--- src/logic/csco_defines.vh ---
// Constants for the converter and system control instruction block.
// Assumes a 32-bit classic Wishbone register bus and the block's own opcode set.
`ifndef CSCO_DEFINES_VH
`define CSCO_DEFINES_VH

// Register byte offsets
`define CSCO_ADR_CMD 8'h00
`define CSCO_ADR_ACC 8'h04
`define CSCO_ADR_AUX 8'h08
`define CSCO_ADR_CTRL 8'h0C
`define CSCO_ADR_IRQC 8'h10
`define CSCO_ADR_STAT 8'h14
`define CSCO_ADR_PC 8'h18
`define CSCO_ADR_CMP 8'h1C

// Opcodes written to the command register
`define CSCO_OP_NOP 5'h00
`define CSCO_OP_MOVE_RES 5'h01
`define CSCO_OP_MOVE_LOW 5'h02
`define CSCO_OP_SET_CMP 5'h03
`define CSCO_OP_FETCH_CTRL 5'h04
`define CSCO_OP_WRITE_CTRL 5'h05
`define CSCO_OP_KICK 5'h06
`define CSCO_OP_SKIP_DONE 5'h07
`define CSCO_OP_ENTER_BACKUP 5'h08
`define CSCO_OP_ARM_BACKUP 5'h09
`define CSCO_OP_SKIP_WAKE 5'h0A
`define CSCO_OP_ARM_WDT_STOP 5'h0B
`define CSCO_OP_WDT_RESTART 5'h0C
`define CSCO_OP_SYS_RESET 5'h0D
`define CSCO_OP_CLR_UPT 5'h0E
`define CSCO_OP_SET_UPT 5'h0F
`define CSCO_OP_ARM_LVD 5'h10

// Field positions
`define CSCO_CTRL_MODE_BIT 3
`define CSCO_IRQC_DONE_SEL_BIT 2

// Status bit positions
`define CSCO_ST_DONE 0
`define CSCO_ST_WDF 1
`define CSCO_ST_WAKE 2
`define CSCO_ST_UPT 3
`define CSCO_ST_BACKUP 4
`define CSCO_ST_WDT_STOP 5
`define CSCO_ST_LVD 6
`define CSCO_ST_ARM_BK 7
`define CSCO_ST_ARM_WDT 8
`define CSCO_ST_SKIP 9

// Reset values and counter step
`define CSCO_RST_NIBBLE 4'h0
`define CSCO_RST_CMP 8'h00
`define CSCO_RST_PC 12'h000
`define CSCO_PC_STEP 12'h001

`endif

--- src/logic/csco_sync.v ---
// Two flip-flop synchroniser for levels from outside the clock domain.
// Assumes the input is a slow level; pulses shorter than one clock may be lost.
`timescale 1ns/100ps
`default_nettype none
module csco_sync #(
  parameter W = 1
) (
  input wire clk_i,
  input wire rst_i,
  input wire [W-1:0] d_i,
  output reg [W-1:0] q_o
);
  reg [W-1:0] meta_r;

  // First stage feeds only the second
  always @(posedge clk_i) begin
    if (rst_i) begin
      meta_r <= {W{1'b0}};
      q_o <= {W{1'b0}};
    end else begin
      meta_r <= d_i;
      q_o <= meta_r;
    end
  end
endmodule // csco_sync
`default_nettype wire

--- src/logic/csco_flag.v ---
// Sticky flag set by hardware and cleared by an instruction.
// Assumes set and clear come from logic on the same clock.
`timescale 1ns/100ps
`default_nettype none
module csco_flag (
  input wire clk_i,
  input wire rst_i,
  input wire set_i,
  input wire clr_i,
  output reg flag_o
);
  // Set wins so an event in the clearing cycle is kept
  always @(posedge clk_i) begin
    if (rst_i) begin
      flag_o <= 1'b0;
    end else if (set_i) begin
      flag_o <= 1'b1;
    end else if (clr_i) begin
      flag_o <= 1'b0;
    end
  end
endmodule // csco_flag
`default_nettype wire

--- src/logic/csco_core.v ---
// Converter access and system control instruction executor with Wishbone slave.
// Assumes converter and watchdog signals on clk_i; wake pin is asynchronous.
`timescale 1ns/100ps
`default_nettype none
`include "csco_defines.vh"
// Operation
// - Conversion mode: result 9-6 to aux, 5-2 acc
// - Comparator mode: compare 7-4 aux, 3-0 acc
// - Low move: result 1-0 to acc 3-2
// - Comparator mode: aux, acc load compare register
// - Conversion mode: compare load acts as nop
// - Mode bit is control register bit 3
// - Fetch control register into accumulator
// - Write accumulator into control register
// - Kick clears done flag, starts selected operation
// - Done skip skips and clears when set
// - Select bit set makes done skip nop
// - Nop advances counter by one only
// - Backup entry works only after arming
// - Arming covers only the very next instruction
// - Wake skip skips on flag, keeps it
// - Watchdog stops only on arm then restart
// - Restart clears expiry flag, skips when set
// - Clear upper reference enable flag
// - Set upper reference enable flag
// - Arm voltage detect for backup, high grade
module csco_core #(
  parameter HIGH_GRADE = 1
) (
  input wire clk_i,
  input wire rst_i,
  input wire [7:0] adr_i,
  input wire [31:0] dat_i,
  input wire [3:0] sel_i,
  input wire we_i,
  input wire cyc_i,
  input wire stb_i,
  output reg [31:0] dat_o,
  output reg ack_o,
  input wire [9:0] ad_result_i,
  input wire conv_done_i,
  input wire wdt_expire_i,
  input wire wake_pin_i,
  output reg adc_start_o,
  output reg cmp_start_o,
  output reg wdt_restart_o,
  output reg wdt_stop_o,
  output reg backup_o,
  output wire lvd_enable_o,
  output reg sys_reset_o
);
  reg [3:0] acc_r;
  reg [3:0] aux_r;
  reg [3:0] ctrl_r;
  reg [3:0] irqc_r;
  reg [7:0] cmp_r;
  reg [11:0] pc_r;
  reg upt_r;
  reg lvd_arm_r;
  reg arm_bk_r;
  reg arm_wdt_r;
  reg skip_r;
  reg wake_flag_r;
  reg software_system_reset_r;
  wire loc_rst;
  wire wake_s;
  wire bus_req;
  wire wr_en;
  wire cmd_go;
  wire [4:0] op;
  wire mode_cmp;
  wire done_sel;
  wire done_flag;
  wire wdf_flag;
  wire exec;
  reg done_clr;
  reg wdf_clr;
  reg [31:0] rd_nxt;
  wire [9:0] status;

  // Software reset reuses the register reset path; bus ack and wake sync stay on rst_i
  assign loc_rst = rst_i | software_system_reset_r;
  assign bus_req = cyc_i & stb_i;
  // Writes land at the edge where ack is seen by the master
  assign wr_en = bus_req & we_i & ack_o & sel_i[0];
  // Backup stops instruction execution until wake
  assign cmd_go = wr_en && (adr_i == `CSCO_ADR_CMD) && !backup_o;
  assign op = dat_i[4:0];
  assign mode_cmp = ctrl_r[`CSCO_CTRL_MODE_BIT];
  assign done_sel = irqc_r[`CSCO_IRQC_DONE_SEL_BIT];
  // A skipped instruction is consumed with no effect
  assign exec = cmd_go & ~skip_r;
  // Armed level reaches the pin only while in backup
  assign lvd_enable_o = lvd_arm_r & backup_o;

  // Wake pin is asynchronous; only the second flop is read
  csco_sync #(
    .W(1)
  ) u_wake_sync (
    .clk_i(clk_i),
    .rst_i(rst_i),
    .d_i(wake_pin_i),
    .q_o(wake_s)
  );

  // Event inputs share clk_i, so no synchroniser here
  csco_flag u_done_flag (
    .clk_i(clk_i),
    .rst_i(loc_rst),
    .set_i(conv_done_i),
    .clr_i(done_clr),
    .flag_o(done_flag)
  );

  csco_flag u_wdf_flag (
    .clk_i(clk_i),
    .rst_i(loc_rst),
    .set_i(wdt_expire_i),
    .clr_i(wdf_clr),
    .flag_o(wdf_flag)
  );

  // Flag clears from instructions
  always @* begin
    done_clr = 1'b0;
    wdf_clr = 1'b0;
    if (exec) begin
      case (op)
        `CSCO_OP_KICK: begin
          done_clr = 1'b1;
        end
        `CSCO_OP_SKIP_DONE: begin
          done_clr = ~done_sel & done_flag;
        end
        `CSCO_OP_WDT_RESTART: begin
          wdf_clr = 1'b1;
        end
        default: begin
          done_clr = 1'b0;
          wdf_clr = 1'b0;
        end
      endcase
    end
  end

  // Software reset pulse lasts one cycle; its register is reset only by the external reset
  always @(posedge clk_i) begin
    if (rst_i) begin
      software_system_reset_r <= 1'b0;
      sys_reset_o <= 1'b0;
    end else begin
      software_system_reset_r <= exec && (op == `CSCO_OP_SYS_RESET);
      sys_reset_o <= exec && (op == `CSCO_OP_SYS_RESET);
    end
  end

  // Instruction execution
  always @(posedge clk_i) begin
    if (loc_rst) begin
      acc_r <= `CSCO_RST_NIBBLE;
      aux_r <= `CSCO_RST_NIBBLE;
      ctrl_r <= `CSCO_RST_NIBBLE;
      irqc_r <= `CSCO_RST_NIBBLE;
      cmp_r <= `CSCO_RST_CMP;
      pc_r <= `CSCO_RST_PC;
      upt_r <= 1'b0;
      lvd_arm_r <= 1'b0;
      arm_bk_r <= 1'b0;
      arm_wdt_r <= 1'b0;
      skip_r <= 1'b0;
      wake_flag_r <= 1'b0;
      backup_o <= 1'b0;
      wdt_stop_o <= 1'b0;
      adc_start_o <= 1'b0;
      cmp_start_o <= 1'b0;
      wdt_restart_o <= 1'b0;
    end else begin
      adc_start_o <= 1'b0;
      cmp_start_o <= 1'b0;
      wdt_restart_o <= 1'b0;
      // Leaving backup on a wake level records the return
      if (backup_o && wake_s) begin
        backup_o <= 1'b0;
        wake_flag_r <= 1'b1;
      end
      // Direct software access to the data registers
      // Still acked in backup, so the bus never hangs
      if (wr_en && !backup_o) begin
        case (adr_i)
          `CSCO_ADR_ACC: begin
            acc_r <= dat_i[3:0];
          end
          `CSCO_ADR_AUX: begin
            aux_r <= dat_i[3:0];
          end
          `CSCO_ADR_CTRL: begin
            ctrl_r <= dat_i[3:0];
          end
          `CSCO_ADR_IRQC: begin
            irqc_r <= dat_i[3:0];
          end
          default: begin
            acc_r <= acc_r;
          end
        endcase
      end
      if (cmd_go) begin
        pc_r <= pc_r + `CSCO_PC_STEP;
        // Arming lasts one instruction, skipped or not
        arm_bk_r <= 1'b0;
        arm_wdt_r <= 1'b0;
        skip_r <= 1'b0;
      end
      if (exec) begin
        case (op)
          `CSCO_OP_MOVE_RES: begin
            if (mode_cmp) begin
              aux_r <= cmp_r[7:4];
              acc_r <= cmp_r[3:0];
            end else begin
              aux_r <= ad_result_i[9:6];
              acc_r <= ad_result_i[5:2];
            end
          end
          `CSCO_OP_MOVE_LOW: begin
            acc_r <= {ad_result_i[1:0], 2'b00};
          end
          `CSCO_OP_SET_CMP: begin
            // Conversion mode leaves the compare value alone
            if (mode_cmp) begin
              cmp_r <= {aux_r, acc_r};
            end
          end
          `CSCO_OP_FETCH_CTRL: begin
            acc_r <= ctrl_r;
          end
          `CSCO_OP_WRITE_CTRL: begin
            ctrl_r <= acc_r;
          end
          `CSCO_OP_KICK: begin
            adc_start_o <= ~mode_cmp;
            cmp_start_o <= mode_cmp;
          end
          `CSCO_OP_SKIP_DONE: begin
            skip_r <= ~done_sel & done_flag;
          end
          `CSCO_OP_ENTER_BACKUP: begin
            if (arm_bk_r) begin
              backup_o <= 1'b1;
            end
          end
          `CSCO_OP_ARM_BACKUP: begin
            arm_bk_r <= 1'b1;
          end
          `CSCO_OP_SKIP_WAKE: begin
            skip_r <= wake_flag_r;
          end
          `CSCO_OP_ARM_WDT_STOP: begin
            arm_wdt_r <= 1'b1;
          end
          `CSCO_OP_WDT_RESTART: begin
            wdt_restart_o <= 1'b1;
            skip_r <= wdf_flag;
            if (arm_wdt_r) begin
              wdt_stop_o <= 1'b1;
            end
          end
          `CSCO_OP_CLR_UPT: begin
            upt_r <= 1'b0;
          end
          `CSCO_OP_SET_UPT: begin
            upt_r <= 1'b1;
          end
          `CSCO_OP_ARM_LVD: begin
            // Low grade parts treat this opcode as a nop
            if (HIGH_GRADE != 0) begin
              lvd_arm_r <= 1'b1;
            end
          end
          default: begin
            skip_r <= 1'b0;
          end
        endcase
      end
    end
  end

  // Status word: flags first, then arming and skip state
  assign status = {skip_r, arm_wdt_r, arm_bk_r, lvd_arm_r, wdt_stop_o,
                   backup_o, upt_r, wake_flag_r, wdf_flag, done_flag};

  // Read mux; unmapped offsets read zero
  always @* begin
    rd_nxt = 32'h00000000;
    case (adr_i)
      `CSCO_ADR_CMD: begin
        rd_nxt = 32'h00000000;
      end
      `CSCO_ADR_ACC: begin
        rd_nxt[3:0] = acc_r;
      end
      `CSCO_ADR_AUX: begin
        rd_nxt[3:0] = aux_r;
      end
      `CSCO_ADR_CTRL: begin
        rd_nxt[3:0] = ctrl_r;
      end
      `CSCO_ADR_IRQC: begin
        rd_nxt[3:0] = irqc_r;
      end
      `CSCO_ADR_STAT: begin
        rd_nxt[9:0] = status;
      end
      `CSCO_ADR_PC: begin
        rd_nxt[11:0] = pc_r;
      end
      `CSCO_ADR_CMP: begin
        rd_nxt[7:0] = cmp_r;
      end
      default: begin
        rd_nxt = 32'h00000000;
      end
    endcase
  end

  // One wait state; ack drops the cycle after it was given
  // Read data is latched in the wait state, so it stands with ack
  always @(posedge clk_i) begin
    if (rst_i) begin
      ack_o <= 1'b0;
      dat_o <= 32'h00000000;
    end else begin
      ack_o <= bus_req & ~ack_o;
      if (bus_req && !ack_o && !we_i) begin
        dat_o <= rd_nxt;
      end
    end
  end
endmodule // csco_core
`default_nettype wire

--- config.mk ---
export PLATFORM = sky130hd
export DESIGN_NAME = csco_core
export DESIGN_NICKNAME = d
export VERILOG_FILES = /design/src/logic/csco_sync.v /design/src/logic/csco_flag.v /design/src/logic/csco_core.v
export VERILOG_INCLUDE_DIRS = /design/src /design/src/logic
export SDC_FILE = /design/constraint.sdc
export NUM_CORES = 1
export LEC_CHECK = 0
export BUFFER_PORTS_ARGS = -buffer_cell sky130_fd_sc_hd__buf_2
export CORE_AREA = 2 2 87 89
export DETAILED_ROUTE_END_ITERATION = 6
export DIE_AREA = 0 0 89 91
export PLACE_DENSITY = 0.79
export SETUP_SLACK_MARGIN = 0.4
export SLEW_MARGIN = 20
export SYNTH_ARGS = -nofsm -noshare
export SYNTH_HDL_FRONTEND = slang
export SYNTH_SLANG_ARGS = --single-unit
export TNS_END_PERCENT = 30
--- constraint.sdc ---
create_clock -name clk_i -period 2.5 [get_ports clk_i]
set_clock_uncertainty 0.15 [all_clocks]
set_input_delay 0.125 -clock clk_i [delete_from_list [all_inputs] [get_ports clk_i]]
set_output_delay 0.125 -clock clk_i [all_outputs]
set_load 0.05 [all_outputs]
## Word-level counts from Yosys, hierarchy flattened

Index checks and enable logic that the tools add are counted.

- Mux-type cells: 40
- Bitwise operators: 15
- Reductions and logical operators: 21
- Add/subtract/negate cells: 1
- Eq/ne operators: 23

Operators by type and width:

| operator | number |
|---|---|
| 4-bit 2-to-1 mux | 13 |
| 5-bit by 4-bit == test with 1-bit output, second input constant | 8 |
| 8-bit by 5-bit == test with 1-bit output, second input constant | 4 |
| 4-bit one-hot mux with 7 select lines | 1 |
| 4-bit one-hot mux with 3 select lines | 2 |
| 5-bit by 3-bit == test with 1-bit output, second input constant | 4 |
| 1-bit 2-to-1 mux | 19 |
| 8-bit by 4-bit == test with 1-bit output, second input constant | 2 |
| 12-bit by 1-bit adder with 12-bit output, second input constant | 1 |
| 12-bit OR reduction | 1 |
| 5-bit by 2-bit == test with 1-bit output, second input constant | 2 |
| 1-bit bitwise AND | 8 |
| 8-bit by 3-bit == test with 1-bit output, second input constant | 1 |
| 8-bit zero test | 1 |
| 1-bit logical AND | 7 |
| 1-bit inverter | 6 |
| 2-bit AND reduction | 3 |
| 3-bit AND reduction | 2 |
| 2-bit nonzero test | 3 |
| 5-bit by 1-bit == test with 1-bit output, second input constant | 1 |
| 5-bit == test, second input constant | 1 |
| 1-bit one-hot mux with 2 select lines | 2 |
| 1-bit one-hot mux with 4 select lines | 1 |
| 2-bit one-hot mux with 2 select lines | 1 |
| 4 further kinds | 6 |

- Register bits after elaboration: 65
- Output and inout port bits: 40

## Depth between registers and ports, before layout

- Depth in word-level cells: 10
- Mapped depth: 7
- Depth with buffers taken out: 5

## Modules after synthesis

Synthesis repeated with hierarchy kept, for this count alone.

- Cell total of the unflattened synthesis: 404
- Area total of the unflattened synthesis: 3550.9 µm²

By module, submodules not included:

| module | seq. area each (µm²) | instances | area an instance (µm²) | cells each |
|---|---|---|---|---|
| csco_core | 1221.2 | 1 | 3420.8 | 392 |
| csco_flag | 20.0 | 2 | 38.8 | 4 |
| csco_sync | 40.0 | 1 | 52.6 | 4 |

## Worst setup path after synthesis

OpenSTA, ideal clock, no wires.

- Kind: register to register
- From: reg ack_o
- To: reg skip_r
- Slack: 0.205 ns
- Setup time: 0.070 ns
- Stages on the path, launching flop included: 7
- Buffers on the path: 1
- Arrival time: 2.075 ns
- Clock period less this slack: 2.295 ns
- Cell sequence: dfxtp_1 -> and4b_1 -> nand3_1 -> or2_1 -> clkbuf_1 -> or4_1 -> a21oi_1

- Longest elaborated chain between the ends: 7

RTL lines:

| element | line | text |
|---|---|---|
| start: declaration | csco_core.v:39 | `output reg ack_o,` |
| start signal: assignment | csco_core.v:333 | `ack_o <= bus_req & ~ack_o;` |
| 1-bit bitwise AND (*) (2 in a row) | csco_core.v:85 | `assign wr_en = bus_req & we_i & ack_o & sel_i[0];` |
| 1-bit logical AND (*) (2 in a row) | csco_core.v:87 | `` assign cmd_go = wr_en && (adr_i == `CSCO_ADR_CMD) && !backup_o; `` |
| 1-bit 2-to-1 mux | csco_core.v:207 | `if (cmd_go) begin` |
| 1-bit one-hot mux with 4 select lines | csco_core.v:215 | `case (op)` |
| 1-bit 2-to-1 mux (*) | csco_core.v:214 | `if (exec) begin` |
| end signal: assignment | csco_core.v:245 | `skip_r <= ~done_sel & done_flag;` |
| end signal: assignment | csco_core.v:256 | `skip_r <= wake_flag_r;` |
| end signal: assignment | csco_core.v:263 | `skip_r <= wdf_flag;` |
| end: declaration | csco_core.v:62 | `reg skip_r;` |

Mark *: on every way between the ends. The rest lies on a longest branch, timed or not.
A chain may end at the register's enable or synchronous reset.

## Worst setup path after layout

- From: reg backup_o
- To: reg acc_r[1]

- Longest elaborated chain between the ends: 5

RTL lines:

| element | line | text |
|---|---|---|
| start: declaration | csco_core.v:48 | `output reg backup_o,` |
| start signal: assignment | csco_core.v:172 | `backup_o <= 1'b0;` |
| start signal: assignment | csco_core.v:183 | `backup_o <= 1'b0;` |
| start signal: assignment | csco_core.v:249 | `backup_o <= 1'b1;` |
| 1-bit zero test (*) | csco_core.v:87, csco_core.v:188 |  |
| 1-bit logical AND | csco_core.v:188 | `if (wr_en && !backup_o) begin` |
| 4-bit 2-to-1 mux | csco_core.v:188 |  |
| 4-bit one-hot mux with 3 select lines | csco_core.v:215 |  |
| 4-bit 2-to-1 mux (*) | csco_core.v:214 |  |
| end signal: assignment | csco_core.v:191 | `acc_r <= dat_i[3:0];` |
| end signal: assignment | csco_core.v:219 | `acc_r <= cmp_r[3:0];` |
| end signal: assignment | csco_core.v:222 | `acc_r <= ad_result_i[5:2];` |
| end: declaration | csco_core.v:52 | `reg [3:0] acc_r;` |

Marked as above.

==> run_results.csv <==
group,metric,value,unit
min_path,hold_class,"input port to flip-flop",
min_path,holdPathEnd,"aux_r[0]",
sta,setup_ws,0.4194,ns
logic_synthesis,yosysTopAreaCell,"dfxtp_1",
sta,fin_crit,2.081,ns
sta,hold_viol,0,
routing,vias,3340,
setup_path,end_kind,"flip-flop",
logic_synthesis,yosys.cell_types.count,58,
logic_synthesis,yosysMostFrequentCell,"dfxtp_1",
routing,drc,0,
routing,viasPerCell,5.749,
min_path,min_from,"ad_result_i[6]",
setup_path,required,2.56,ns
cells_and_area,fillCellCount,649,
routing,ant_nets,0,
sta,setup_violations,0,
logic_synthesis,synthTopCellsByArea,"dfxtp_1 (36%), mux2i_1 (7.7%), nor2_1 (6.0%), buf_4 (4.1%), mux2_2 (3.1%)",
logic_synthesis,synth_top_flop_cell,"dfxtp_1",
die,start_util,0.5126,
routing,wire_per_inst,16.40,µm
sta,rsz0062_at_grt,"true",
global_routing,grt_overflow,0,
die,row_count,31,
logic_synthesis,synth_edf_count,0,
cells_and_area,drive_above_1_share,0.2448,
sta,fin_tns_setup,0,ns
cells_and_area,final_nets,540,
logic_synthesis,netlist_area,3659,µm²
routing,routed_wl,9527,µm
clock_network,numCtsBuffers,9,
logic_synthesis,yosysSeqAreaShare,0.3557,
global_routing,grt_pass1_vias,3104,
sta,slew_viol_final,0,
clock_network,clkTransAtPathRegs,0.07,ns
setup_path,r2r_setup_slack,0.42,ns
power_and_ir_drop,p_leak,1.727,nW
clock_network,cts_tree,"built",
clock_network,clock_latency,0.34,ns
sta,relSlewSlack,0.6462,
power_and_ir_drop,finalPower,2.268,mW
global_routing,grt_first_pass_wirelength,15440,µm
setup_path,criticalPathCategory,"flip-flop to flip-flop",
cells_and_area,syn2layout_area_growth,16.18,%
placed_design,gp_routability_congestion,0.8886,
die,fp.dieH,91,µm
global_routing,grt_max_degree,44,
die,dieArea,8099,µm²
logic_synthesis,syn_inst,419,
outcome,status,"complete, no violations",
clock_network,htree_levels,3,
power_and_ir_drop,ir_drop,0.3410,mV
placed_design,placed_area,3953,µm²
routing,firstDrtPassIters,5,
logic_synthesis,avgSynthCellArea,8.732,µm²
logic_synthesis,yosysTopAreaCellShare,0.3557,
run,cap_violations,0,
die,pin_count,102,
global_routing,grt_usage,0.2446,
clock_network,clock_path_buffers,2,
placed_design,port_buffers,51,
cells_and_area,fin_cells,581,
sta,fmax,480.6,MHz
placed_design,hpwl,6777,µm
global_routing,antenna_found_initial,0,
setup_path,crit-reg2reg-capture,"acc_r[1]",
min_path,min_path_cells,3,
cells_and_area,final_core_util,0.5955,
setup_path,r2r-start,"backup_o",
routing,drtIter0Drc,362,
sta,tightest_slew,0.5267,ns
logic_synthesis,synthTopCellsByCount,"dfxtp_1 (65), nor2_1 (58), mux2i_1 (28)",
power_and_ir_drop,power_density,533.5,nW/µm²
sta,period_share,0.8322,
logic_synthesis,ys_ff_latch,65,
placed_design,dp.cells,558,
die,core_region_area,7137,µm²
cells_and_area,antennaDiodeCount,0,
logic_synthesis,synthArstFlopShare,0,
clock_network,root_buffer,"clkbuf_8",
cells_and_area,design_area,4250,µm²
setup_path,cp.arrival,2.14,ns
setup_path,critPathMaxFanout,7,
placed_design,post-place-ws,0.2847,ns
sta,hold_ws,0.003331,ns
setup_path,startpoint_type,"flip-flop",
clock_network,cts_sinks,65,
logic_synthesis,ys.warnings.count,0,
die,die_x,89,µm
setup_path,reg2reg_depth,5,
## power by group
group / internal [mW] / switching (mW)
combinational: 0.0654 / 0.173
sequential: 1.04 / 0.00388
clock: 0.561 / 0.426
## layer usage
metal  share of wire  track usage  wire length (µm)
met1            0.45       0.3519              4247
met2            0.45       0.3582              4268
met3           0.087      0.05727               827
met4           0.019      0.08209               184
met5               0            0                 0
## cells in the final DEF, fill, tap and decap left out, drive strengths merged, types with 13 or more instances in the layout
master / synthesis / routed
dfxtp: 65 / 65
mux2i: 28 / 28
buf: 30 / 69
nor4: 14 / 14
nor2: 58 / 58
mux2: 16 / 16
nor3: 16 / 16
a21oi: 20 / 20
nand2: 21 / 21
nand3: 13 / 13
conb: 1 / 20
## sequential cells by signal (all words and copies together), names as in the netlist, 4 cells and up
| signal | flops |
|---|---|
| cmp_r | 8 |
| pc_r | 12 |
| irqc_r | 4 |
| ctrl_r | 4 |
| dat_o | 12 |
| acc_r | 4 |
| aux_r | 4 |
## critical path, cell delays in order, from the launching register on
cell      delay, ns
dfxtp_2        0.37
nand4b_1       0.35
nor4_4         0.55
mux2_2         0.39
nor2_1         0.09
a211oi_1       0.05
## cell type report
class                           instances  area, µm²  share of cell area
Inverter                                7      26.28            0.006182
Sequential cell                        65       1304              0.3067
Multi-Input combinational cell        318       2117              0.4981
Clock inverter                          7      95.09             0.02237
Tap cell                               99      123.9             0.02914
Clock buffer                            9      123.9             0.02914
Timing Repair Buffer                   76      460.4              0.1083
## worst max-delay path by stage
stage          startpoint  depth (start not counted)  slack [ns]     endpoint
2_1_floorplan       ack_o                          6        0.41       skip_r
3_3_place_gp     adr_i[4]                          6        0.32     cmp_r[2]
3_5_place_dp     adr_i[3]                          6        0.28     acc_r[1]
4_1_cts              we_i                          6        0.43     dat_o[2]
5_1_grt          backup_o                          5        0.35  adc_start_o
6_report         backup_o                          5        0.42     acc_r[1]
## cells by family (layout without fill, tap and decap cells)
family                     after synthesis  count (layout)  synth area share
adders and majority gates                1               1          0.003419
other                                    1              20          0.001025
AOI/OAI and AO/OA                       65              65            0.1204
xor gates and xnor gates                12              12           0.02873
buffers and inverters                   55              99           0.08755
and+or+nand+nor                        174             174            0.2651
muxes                                   46              46            0.1382
DFF                                     65              65            0.3557
## what timing repair did
action / in CTS / in global routing
setup endpoints to repair: 8 / 12
hold buffers: 7 / 0
setup buffers: 0 / 0
gates resized for setup: 1 / 1
gates cloned: 0 / 0
endpoints found under the hold margin: 8 / 0
No activity file was read; power rests on OpenSTA's default activity.
